<file path="config.mk">
export PLATFORM = sky130hd
export DESIGN_NAME = i2c_arbitration_and_rate_ctrl
export DESIGN_NICKNAME = d
export VERILOG_FILES = /design/src/hw/i2c_arb_pkg.sv /design/src/hw/i2c_arbitration_and_rate_ctrl.sv
export SDC_FILE = /design/constraint.sdc
export NUM_CORES = 1
export LEC_CHECK = 0
export ABC_CLOCK_PERIOD_IN_PS = 6100
export BUFFER_PORTS_ARGS = -buffer_cell sky130_fd_sc_hd__buf_2
export CORE_ASPECT_RATIO = 0.75
export CORE_MARGIN = 3
export CORE_UTILIZATION = 53
export DETAILED_ROUTE_END_ITERATION = 6
export PLACE_DENSITY = 0.95
export SETUP_SLACK_MARGIN = 0.2
export SLEW_MARGIN = 20
export SYNTH_ARGS = -nofsm -noshare
export SYNTH_HDL_FRONTEND = slang
export SYNTH_SLANG_ARGS = --single-unit
export TNS_END_PERCENT = 5
</file>
<file path="constraint.sdc">
create_clock -name CLK -period 6.1 [get_ports CLK]
set_clock_uncertainty 0.1 [all_clocks]
set_input_delay 0 -clock CLK [delete_from_list [all_inputs] [get_ports CLK]]
set_output_delay 0 -clock CLK [all_outputs]
set_load 0.05 [all_outputs]
</file>
<file path="src/hw/i2c_arb_pkg.sv">
package i2c_arb_pkg;

  // Register word byte offsets on the bus.
  localparam logic [3:0] ADDR_SERIAL_TIMER_CONTROL = 4'h0;
  localparam logic [3:0] ADDR_CH0_STATUS           = 4'h4;
  localparam logic [3:0] ADDR_CH1_STATUS           = 4'h8;
  localparam logic [3:0] ADDR_CH0_MODE             = 4'hc;
  localparam logic [3:0] ADDR_CH1_MODE             = 4'h0;

  // Control register layout and reset value.
  localparam logic [7:0] CONTROL_RESET = 8'h00;
  localparam int         BIT_CH0_RATE = 5;
  localparam int         BIT_CH1_RATE = 6;

  // Status word layout, one per channel.
  localparam int BIT_LOST         = 2;
  localparam int BIT_SECOND_MATCH = 0;

  // Mode word layout; only channel 0 has a mode word.
  localparam int BIT_MASTER = 0;
  localparam int BIT_TX     = 1;
  localparam int BIT_FORMAT_SEL = 2;
  localparam int CKS_LSB    = 4;
  localparam int NCH        = 2;

  // Base rate divider: half period in clock cycles = base << (cks + 4*extend).
  localparam logic [11:0] HALF_BASE = 12'h001;

  localparam logic [31:0] READ_ZERO = 32'h0000_0000;

endpackage : i2c_arb_pkg

</file>
<file path="src/hw/i2c_arbitration_and_rate_ctrl.sv">
// How it works
// - In slave receive with format select 0, a second-address hit sets its flag.
// - As master transmitter, data on the bus unlike ours sets arbitration-lost.
// - A status write clears arbitration-lost only with 0, after reading it as 1.
// - Data register write in transmit or read in receive clears arbitration-lost.
// - Master transmit: driven data unlike sampled SDA at SCL rise sets the flag.
// - Master transmit: our clock still high at SCL pin fall sets the flag.
// - Shared control register is 8 bits, read and write, resets to zero.
// - Channel 1 extend bit and clock select feed a rate, but channel 1 has no mode word and stays slave.
// - Channel 0 extend bit with its clock select sets channel 0 master rate.
//
// Chosen here: the address map and register access over Wishbone.
`timescale 1ns/1ps
`default_nettype none
module i2c_arbitration_and_rate_ctrl
  import i2c_arb_pkg::*;
(
  // Clock and reset.
  input  wire logic              CLK,
  input  wire logic              RESET_N,
  // Wishbone slave.
  input  wire logic              CYC_I,
  input  wire logic              STB_I,
  input  wire logic              WE_I,
  input  wire logic [3:0]        ADR_I,
  input  wire logic [3:0]        SEL_I,
  input  wire logic [31:0]       DAT_I,
  output logic      [31:0]       DAT_O,
  output logic                   ACK_O,
  // Bus-side inputs per channel.
  input  wire logic [NCH-1:0]    SCL_I,
  input  wire logic [NCH-1:0]    SDA_I,
  input  wire logic [NCH-1:0]    SDA_DRIVE,
  input  wire logic [NCH-1:0]    BYTE_END,
  input  wire logic [NCH-1:0]    SECOND_ADDR_HIT,
  input  wire logic [NCH-1:0]    START_SEEN,
  input  wire logic [NCH-1:0]    DATA_REG_ACCESS_W,
  input  wire logic [NCH-1:0]    DATA_REG_ACCESS_R,
  // Bus-side outputs per channel.
  output logic      [NCH-1:0]    SCL_O,
  output logic      [NCH-1:0]    SCL_OE,
  output logic      [NCH-1:0]    SDA_O,
  output logic      [NCH-1:0]    SDA_OE,
  output logic      [NCH-1:0]    ARBITRATION_LOST_FLAG
);

  // All state but the output registers lives in one record so that reset and update always stay in step.
  // The seen bits remember that software has read a flag as set since it last rose.
  typedef struct packed {
    logic [7:0]     serial_timer_control;
    logic [NCH-1:0] arbitration_lost_flag;
    logic [NCH-1:0] lost_seen_one;
    logic [NCH-1:0] second_address_match_flag;
    logic [NCH-1:0] match_seen_one;
    logic [NCH-1:0] master;
    logic [NCH-1:0] tx;
    logic [NCH-1:0] second_address_format_select;
    logic [2:0]     cks0;
    logic [2:0]     cks1;
    logic [NCH-1:0] scl_prev;
    logic [NCH-1:0] scl_int;
    logic [NCH-1:0] sda_release;
    logic [11:0]    div0;
    logic [11:0]    div1;
    logic [31:0]    dat;
    logic           ack;
  } state_t;

  state_t s;
  state_t next_s;

  logic           req;
  logic           wr;
  logic           rd;
  logic [NCH-1:0] scl_rise;
  logic [NCH-1:0] scl_fall;
  logic [11:0]    half0;
  logic [11:0]    half1;

  // A request is taken once; the standing ack blocks a second take of the same cycle.
  // The answer therefore always comes exactly one clock after the request is seen.
  assign req = CYC_I && STB_I && !s.ack;
  assign wr  = req && WE_I && SEL_I[0];
  assign rd  = req && !WE_I;
  assign scl_rise = SCL_I & ~s.scl_prev;
  assign scl_fall = ~SCL_I & s.scl_prev;

  // The extend bit stretches the half period by sixteen, giving slow rates without
  // a wider select field.
  // channel zero and channel one rates
  assign half0 = HALF_BASE << ({1'b0, s.cks0}
                 + (s.serial_timer_control[BIT_CH0_RATE] ? 4'h4 : 4'h0));
  assign half1 = HALF_BASE << ({1'b0, s.cks1}
                 + (s.serial_timer_control[BIT_CH1_RATE] ? 4'h4 : 4'h0));

  always_comb
  begin
    next_s = s;
    next_s.ack = req;
    next_s.scl_prev = SCL_I;

    // Clock generators toggle our SCL at the selected half period.
    // A stopped generator parks high at once, so leaving master mode can cut a low phase short.
    // Changing the rate mid-byte takes effect at once, in the half period under way.
    if (!s.master[0])
    begin
      next_s.scl_int[0] = 1'b1;
      next_s.div0 = 12'h000;
    end
    else if (s.div0 + 12'h001 >= half0)
    begin
      next_s.div0 = 12'h000;
      next_s.scl_int[0] = ~s.scl_int[0];
    end
    else
    begin
      next_s.div0 = s.div0 + 12'h001;
    end
    if (!s.master[1])
    begin
      next_s.scl_int[1] = 1'b1;
      next_s.div1 = 12'h000;
    end
    else if (s.div1 + 12'h001 >= half1)
    begin
      next_s.div1 = 12'h000;
      next_s.scl_int[1] = ~s.scl_int[1];
    end
    else
    begin
      next_s.div1 = s.div1 + 12'h001;
    end

    // Register reads; a read of a set flag arms its clear.
    if (rd)
    begin
      case (ADR_I)
        ADDR_SERIAL_TIMER_CONTROL: next_s.dat = {24'h000000, s.serial_timer_control};
        ADDR_CH0_STATUS:
        begin
          next_s.dat = READ_ZERO;
          next_s.dat[BIT_LOST] = s.arbitration_lost_flag[0];
          next_s.dat[BIT_SECOND_MATCH] = s.second_address_match_flag[0];
          if (s.arbitration_lost_flag[0])
            next_s.lost_seen_one[0] = 1'b1;
          if (s.second_address_match_flag[0])
            next_s.match_seen_one[0] = 1'b1;
        end
        ADDR_CH1_STATUS:
        begin
          next_s.dat = READ_ZERO;
          next_s.dat[BIT_LOST] = s.arbitration_lost_flag[1];
          next_s.dat[BIT_SECOND_MATCH] = s.second_address_match_flag[1];
          if (s.arbitration_lost_flag[1])
            next_s.lost_seen_one[1] = 1'b1;
          if (s.second_address_match_flag[1])
            next_s.match_seen_one[1] = 1'b1;
        end
        ADDR_CH0_MODE:
        begin
          next_s.dat = READ_ZERO;
          next_s.dat[BIT_MASTER] = s.master[0];
          next_s.dat[BIT_TX] = s.tx[0];
          next_s.dat[BIT_FORMAT_SEL] = s.second_address_format_select[0];
          next_s.dat[CKS_LSB +: 3] = s.cks0;
        end
        // Channel one has no mode word, so it stays a slave and never drives the clock.
        // Its rate logic is kept so that mapping the word later needs no other change.
        default: next_s.dat = READ_ZERO;
      endcase
    end

    // Only byte lane zero carries register bits; writes without it change nothing.
    // Unmapped addresses ignore writes, which keeps stray software accesses harmless.
    if (wr)
    begin
      case (ADR_I)
        ADDR_SERIAL_TIMER_CONTROL: next_s.serial_timer_control = DAT_I[7:0];
        ADDR_CH0_STATUS:
        begin
          if (!DAT_I[BIT_LOST] && s.lost_seen_one[0])
          begin
            next_s.arbitration_lost_flag[0] = 1'b0;
            next_s.lost_seen_one[0] = 1'b0;
          end
          if (!DAT_I[BIT_SECOND_MATCH] && s.match_seen_one[0])
          begin
            next_s.second_address_match_flag[0] = 1'b0;
            next_s.match_seen_one[0] = 1'b0;
          end
        end
        ADDR_CH1_STATUS:
        begin
          if (!DAT_I[BIT_LOST] && s.lost_seen_one[1])
          begin
            next_s.arbitration_lost_flag[1] = 1'b0;
            next_s.lost_seen_one[1] = 1'b0;
          end
          if (!DAT_I[BIT_SECOND_MATCH] && s.match_seen_one[1])
          begin
            next_s.second_address_match_flag[1] = 1'b0;
            next_s.match_seen_one[1] = 1'b0;
          end
        end
        ADDR_CH0_MODE:
        begin
          next_s.master[0] = DAT_I[BIT_MASTER];
          next_s.tx[0] = DAT_I[BIT_TX];
          next_s.second_address_format_select[0] = DAT_I[BIT_FORMAT_SEL];
          next_s.cks0 = DAT_I[CKS_LSB +: 3];
        end
        default:
        begin
          next_s.dat = next_s.dat;
        end
      endcase
    end

    for (int c = 0; c < NCH; c++)
    begin
      if ((DATA_REG_ACCESS_W[c] && s.tx[c]) || (DATA_REG_ACCESS_R[c] && !s.tx[c]))
      begin
        next_s.arbitration_lost_flag[c] = 1'b0;
        next_s.lost_seen_one[c] = 1'b0;
      end
      // A flag cleared by hardware must be read as set again before a write clears it.
      if (START_SEEN[c] || s.master[c])
      begin
        next_s.second_address_match_flag[c] = 1'b0;
        next_s.match_seen_one[c] = 1'b0;
      end
      // Sets come last, so a set and a clear in one cycle leave the flag set.
      // second address match
      if (SECOND_ADDR_HIT[c] && !s.master[c] && !s.tx[c]
          && !s.second_address_format_select[c])
        next_s.second_address_match_flag[c] = 1'b1;
      // The shifter marks the byte boundary, after which we may drive data again.
      if (BYTE_END[c])
        next_s.sda_release[c] = 1'b0;
      // The clock pin is compared with its previous sample, so a glitch shorter than
      // one clock can be missed; the bus is far slower than the clock.
      // bus monitor, data mismatch, clock still high
      if (s.master[c] && s.tx[c]
          && ((scl_rise[c] && SDA_DRIVE[c] != SDA_I[c] && !s.sda_release[c])
              || (scl_fall[c] && s.scl_int[c])))
      begin
        next_s.arbitration_lost_flag[c] = 1'b1;
        next_s.sda_release[c] = 1'b1;
      end
    end
  end

  always_ff @(posedge CLK)
  begin
    if (!RESET_N)
    begin
      s <= '0;
      s.serial_timer_control <= CONTROL_RESET;
      s.scl_int <= '1;
      // An idle bus is high, so a low start value would fake a clock rise.
      s.scl_prev <= '1;
    end
    else
      s <= next_s;
  end

  always_ff @(posedge CLK)
  begin
    if (!RESET_N)
    begin
      DAT_O <= READ_ZERO;
      ACK_O <= 1'b0;
      SCL_O <= '0;
      SCL_OE <= '0;
      SDA_O <= '0;
      SDA_OE <= '0;
      ARBITRATION_LOST_FLAG <= '0;
    end
    else
    begin
      DAT_O <= next_s.dat;
      ACK_O <= next_s.ack;
      SCL_O <= '0;
      SCL_OE <= next_s.master & ~next_s.scl_int;
      SDA_O <= '0;
      // Open drain: a high enable pulls the line low, a released line floats high.
      // Registering from the next state keeps the pins in step with the flags.
      SDA_OE <= ~SDA_DRIVE & next_s.master & ~next_s.sda_release;
      ARBITRATION_LOST_FLAG <= next_s.arbitration_lost_flag;
    end
  end

endmodule : i2c_arbitration_and_rate_ctrl
`default_nettype wire

</file>
=== Word level (Yosys, flattened, before mapping) ===
Cells that the tools add are included.

* Bits in read-only memories: 0
* Output and inout port bits: 43
* Bits in latches: 0
* Flip-flop bits (word level): 74
* Memories kept: 0
* Input port bits: 61
* Bits in writable memories: 0
* Logic and storage cells: 130

* Multiplexer cells: 39
* Equality and inequality tests: 4
* Divide/modulo/power cells: 0
* Add/subtract/negate cells: 2
* $mul: 0
* Reduce and logical (&&, ||, !) cells: 50
* Bitwise operators: 13
* Order comparisons: 1
* Shift-type cells: 1

{| class="wikitable"
|+ Operators with widths
! operator !! count
|-
| two-way mux 1 bit || 34
|-
| two-way mux 32 bit || 1
|-
| one-hot mux 8 bit (4 select lines) || 1
|-
| nonzero test 3 bit || 9
|-
| logical AND 1 bit || 19
|-
| adder 12 x 1 -> 12 bit (second input constant) || 1
|-
| greater-or-equal comparator 12 bit || 1
|-
| << shifter 1 x 4 -> 12 bit (first input constant) || 1
|-
| AND reduction 3 bit || 3
|-
| equality test 4 bit (second input constant) || 2
|-
| logical NOT 1 bit || 8
|-
| OR reduction 2 bit || 4
|-
| two-way mux 7 bit || 1
|-
| inverter 2 bit || 3
|-
| inverter 1 bit || 5
|-
| adder 3 x 3 -> 4 bit || 1
|-
| equality test 4 x 3 -> 1 bit (second input constant) || 1
|-
| logical NOT 4 bit || 1
|-
| AND reduction 2 bit || 2
|-
| logical OR 1 bit || 3
|-
| two-way mux 3 bit || 1
|-
| OR reduction 3 bit || 1
|-
| AND 1 bit || 2
|-
| AND 1 x 2 -> 2 bit || 1
|-
| 4 further kinds || 4
|}

=== Depth between registers and ports, before layout ===
* Depth after elaboration: 9
* Gate-level depth with buffers: 11
* Depth with buffers taken out: 10

=== Worst setup path after synthesis ===
OpenSTA, ideal clock, no wires.

* Path type: reg2reg
* Start point: reg s[47] (netlist bit)
* End point: reg s[49] (netlist bit)
* Clock period less this slack: 2.908 ns
* Path buffers: 1
* Arrival time: 2.742 ns
* Slack: 3.192 ns
* Required time: 5.934 ns
* Setup time: 0.066 ns
* Stages on the path, launching flop included: 12
* Cell sequence: dfxtp_1 > and4_1 > nor2b_1 > nand4_1 > xnor2_1 > ha_1 > a21o_1 > a21o_1 > a2111o_1 > a311o_1 > clkbuf_1 > nor2b_1

* Word-level cells in the longest chain between the ends: 3

{| class="wikitable"
|+ RTL lines
! what !! line !! text
|-
| start: declaration || i2c_arbitration_and_rate_ctrl.sv:69 || <nowiki>state_t s;</nowiki>
|-
| start signal: assignment || i2c_arbitration_and_rate_ctrl.sv:264 || <nowiki>s <= next_s;</nowiki>
|-
| adder 12 x 1 -> 12 bit * || i2c_arbitration_and_rate_ctrl.sv:110, i2c_arbitration_and_rate_ctrl.sv:117 ||
|-
| greater-or-equal comparator 12 bit || i2c_arbitration_and_rate_ctrl.sv:110 || <nowiki>else if (s.div0 + 12'h001 >= half0)</nowiki>
|-
| OR reduction 3 bit (no source line) || -- ||
|}

Mark *: on every way between the ends. The rest lies on a longest branch, timed or not.
A chain may end at the register's enable or synchronous reset.

=== Worst setup path after layout ===
Same ends and word-level chain as after synthesis.

==> results.ini <==
[timing]
finalCritPeriodShare_pct=53.0
max_slew_margin_pct=46.8
hold_viol=0
setup_viol=0
fmax_mhz=309
post-route-min-period_ps=3230
finalMaxSlewViolations=0
worst_slew_pin_slew_ps=792
tns_ps=0
hold_slack_ps=16.4
rsz0062_at_grt=no

[synth]
synth_edf_count=0
yosysUniqueCellTypes=45
synth_compound_area_share_pct=11.3
synthAdderAreaFrac_pct=6.52
ys_seq_elements=46
synth_top_family_by_area=simple AND/OR/NAND/NOR gates
synthSimpleGateAreaFrac_pct=24.3
async_reset_ff_share_pct=0
synth.mux.area_fraction_pct=5.73
synth_area_per_cell_um2=8.72
ys_warn_count=0
synth_top_flop_cell=dfxtp_1
seq_area_frac_synth_pct=34.3
syn_inst=308
synth_xor_area_share_pct=3.59
synth_area_um2=2690

[clock_tree]
cts_tree=done
numCtsBuffers=5
clkLatencyLatePin_ps=300
clockBufferDepth=2
clockRootBuffer=clkbuf_8
cts_sinks=46
ctsHtreeMaxLevel=2
clk_pin_slew_worst_paths_ps=80
ctsResizeCount=0

[drt]
drt-total-wl_um=5730
ant_nets=0
wire_per_inst_um=14.1
vias=2206
drt-initial-drc-count=191
via_per_inst=5.42
route.detailed.drc=0
first_pass_iters=5

[global_route]
antenna_found_initial=0
gr-usage-met3_pct=4.02
grt.busiest_layer=met2
grt_pass1_vias=2189
grt_usage_pct=20.5
grt-ovfl-total=0
grt_max_degree=35
grt_first_pass_wirelength_um=9550
met1_usage_pct=26.4
gr-usage-met2_pct=32.6

[floorplanning]
start_util_pct=57.4
coreArea_um2=4680
die_h_um=67.7
core.rowCount=21
die_area_um2=5970
die-width_um=88.2
io_pins=104

[worst_hold_path]
hp-class=in2reg

[place]
dp_hpwl_um=4240
place_congestion=0.824
portBuffers=39

[critical_path]
path_max_fanout=12
worst-path-buf-inv=0
cp_top_family=compound AO/OA/AOI/OAI gates
cpMaxStageDelayCell=a311o_1
crit_path_start_kind=flip-flop
worstPathRequired_ps=6230
arrival_ps=3360
end_kind=flip-flop
criticalPathCategory=reg2reg
path_cells=and4_1, nor2b_1, nand4_1, xnor2_1, ha_1, a21o_1, a21o_1, a2111o_1, a311o_1, nor2b_1
slowest_delay_ps=520

[final_layout]
multi_input_area_um2=1500
fill_cells=404
final_cell_mix=46 x dfxtp_1, 39 x buf_2, 31 x conb_1
final_nets=425
insertedDiodeCount=0
drive_gt1_share_pct=14.0
regArea_um2=921
layout_commonest_cell=dfxtp_1
area_growth_pct=10.5

[power_and_ir_drop]
power_density_nw_per_um2=190
ir_worst_vdd_v=0.000107
p_leak_nw=1.16

[status]
outcome=finished clean

[job]
drv_cap=0

-- cells by family after synthesis --
logic type / count (synthesis)
compound gates: 45
other cells: 1
flops: 46
buf+inv: 57
simple gates: 120
fa+ha+maj: 14
xor+xnor: 11
mux: 14
-- stage by stage --
| stage | std cells | util [%] | worst slack [ps] | power, mW | instance area [um2] |
|---|---|---|---|---|---|
| 2_1_floorplan | 338 | - | 3190 | 0.387 | 2800 |
| 3_3_place_gp | 381 | 57.8 | 3010 | 0.383 | 2700 |
| 3_5_place_dp | 381 | 57.8 | 2880 | 0.384 | 2700 |
| 4_1_cts | 407 | 63.5 | 2860 | 0.565 | 2970 |
| 5_1_grt | 407 | 63.5 | 2690 | 0.584 | 2970 |
| 6_report | 407 | 63.5 | 2870 | 0.563 | 2970 |
-- registers in the layout, summed over array words and instances (netlist names) --
register,cells
SDA_OE,1
SCL_OE,1
DAT_O,8
s,34
ARBITRATION_LOST_FLAG,1
ACK_O,1
-- synthesized netlist by cell type (3+ instances only) --
library cell / count / area share (%)
nor3_1: 8 / 1.5
nand4_1: 5 / 1.2
nor4b_1: 3 / 0.98
ha_1: 14 / 6.5
inv_1: 4 / 0.56
nor2b_1: 30 / 7.0
buf_4: 42 / 12
nor2_1: 14 / 2.0
xnor2_1: 9 / 2.9
clkbuf_1: 10 / 1.4
a21oi_1: 11 / 2.0
a22oi_1: 5 / 1.4
nand2_1: 29 / 4.1
mux2i_1: 12 / 4.5
nand3_1: 11 / 2.0
o21ai_0: 7 / 1.3
a21boi_0: 9 / 2.5
dfxtp_1: 46 / 34
nor3b_1: 3 / 0.84
-- cell type report --
class | count | area share (%)
well taps | 57 | 2.40
repair buffers | 58 | 13.0
inverters | 4 | 0.506
clock buffers | 7 | 2.57
flip-flops and latches | 46 | 31.0
multi-input cells | 235 | 50.5
-- what timing repair did --
item | CTS | global route
hold endpoints to repair | 24 | 0
hold buffers | 19 | 0
buffers inserted | 0 | 0
-- routing by layer --
metal	wire length (um)	vias to the layer above	part of all wire [%]
met4	114	0	2.0
met3	338	13	5.9
met2	2660	80	46
li1	-	1077	-
met5	0	-	0
met1	2620	1036	46
-- report_power, final --
| part | leakage [nW] | internal, mW | switching (mW) |
|---|---|---|---|
| Combinational | 0.753 | 0.0218 | 0.0623 |
| Clock | 0.0383 | 0.0790 | 0.0967 |
| Sequential | 0.371 | 0.302 | 0.00142 |
| Total | 1.16 | 0.403 | 0.160 |
-- final timing paths --
path                    startpoint               endpoint  slack [ps]  cells after the start
max               s[47]$_SDFF_PP0_       s[49]$_SDFF_PP0_        2870                     10
min                        RESET_N       s[61]$_SDFF_PN1_          20                      2
max reg2reg       s[47]$_SDFF_PP0_       s[49]$_SDFF_PP0_        2870                     10
min reg2reg  DAT_O[7]$_SDFFE_PN0P_  DAT_O[7]$_SDFFE_PN0P_         370                      2
Note: power is estimated with default switching activity, not from simulation.
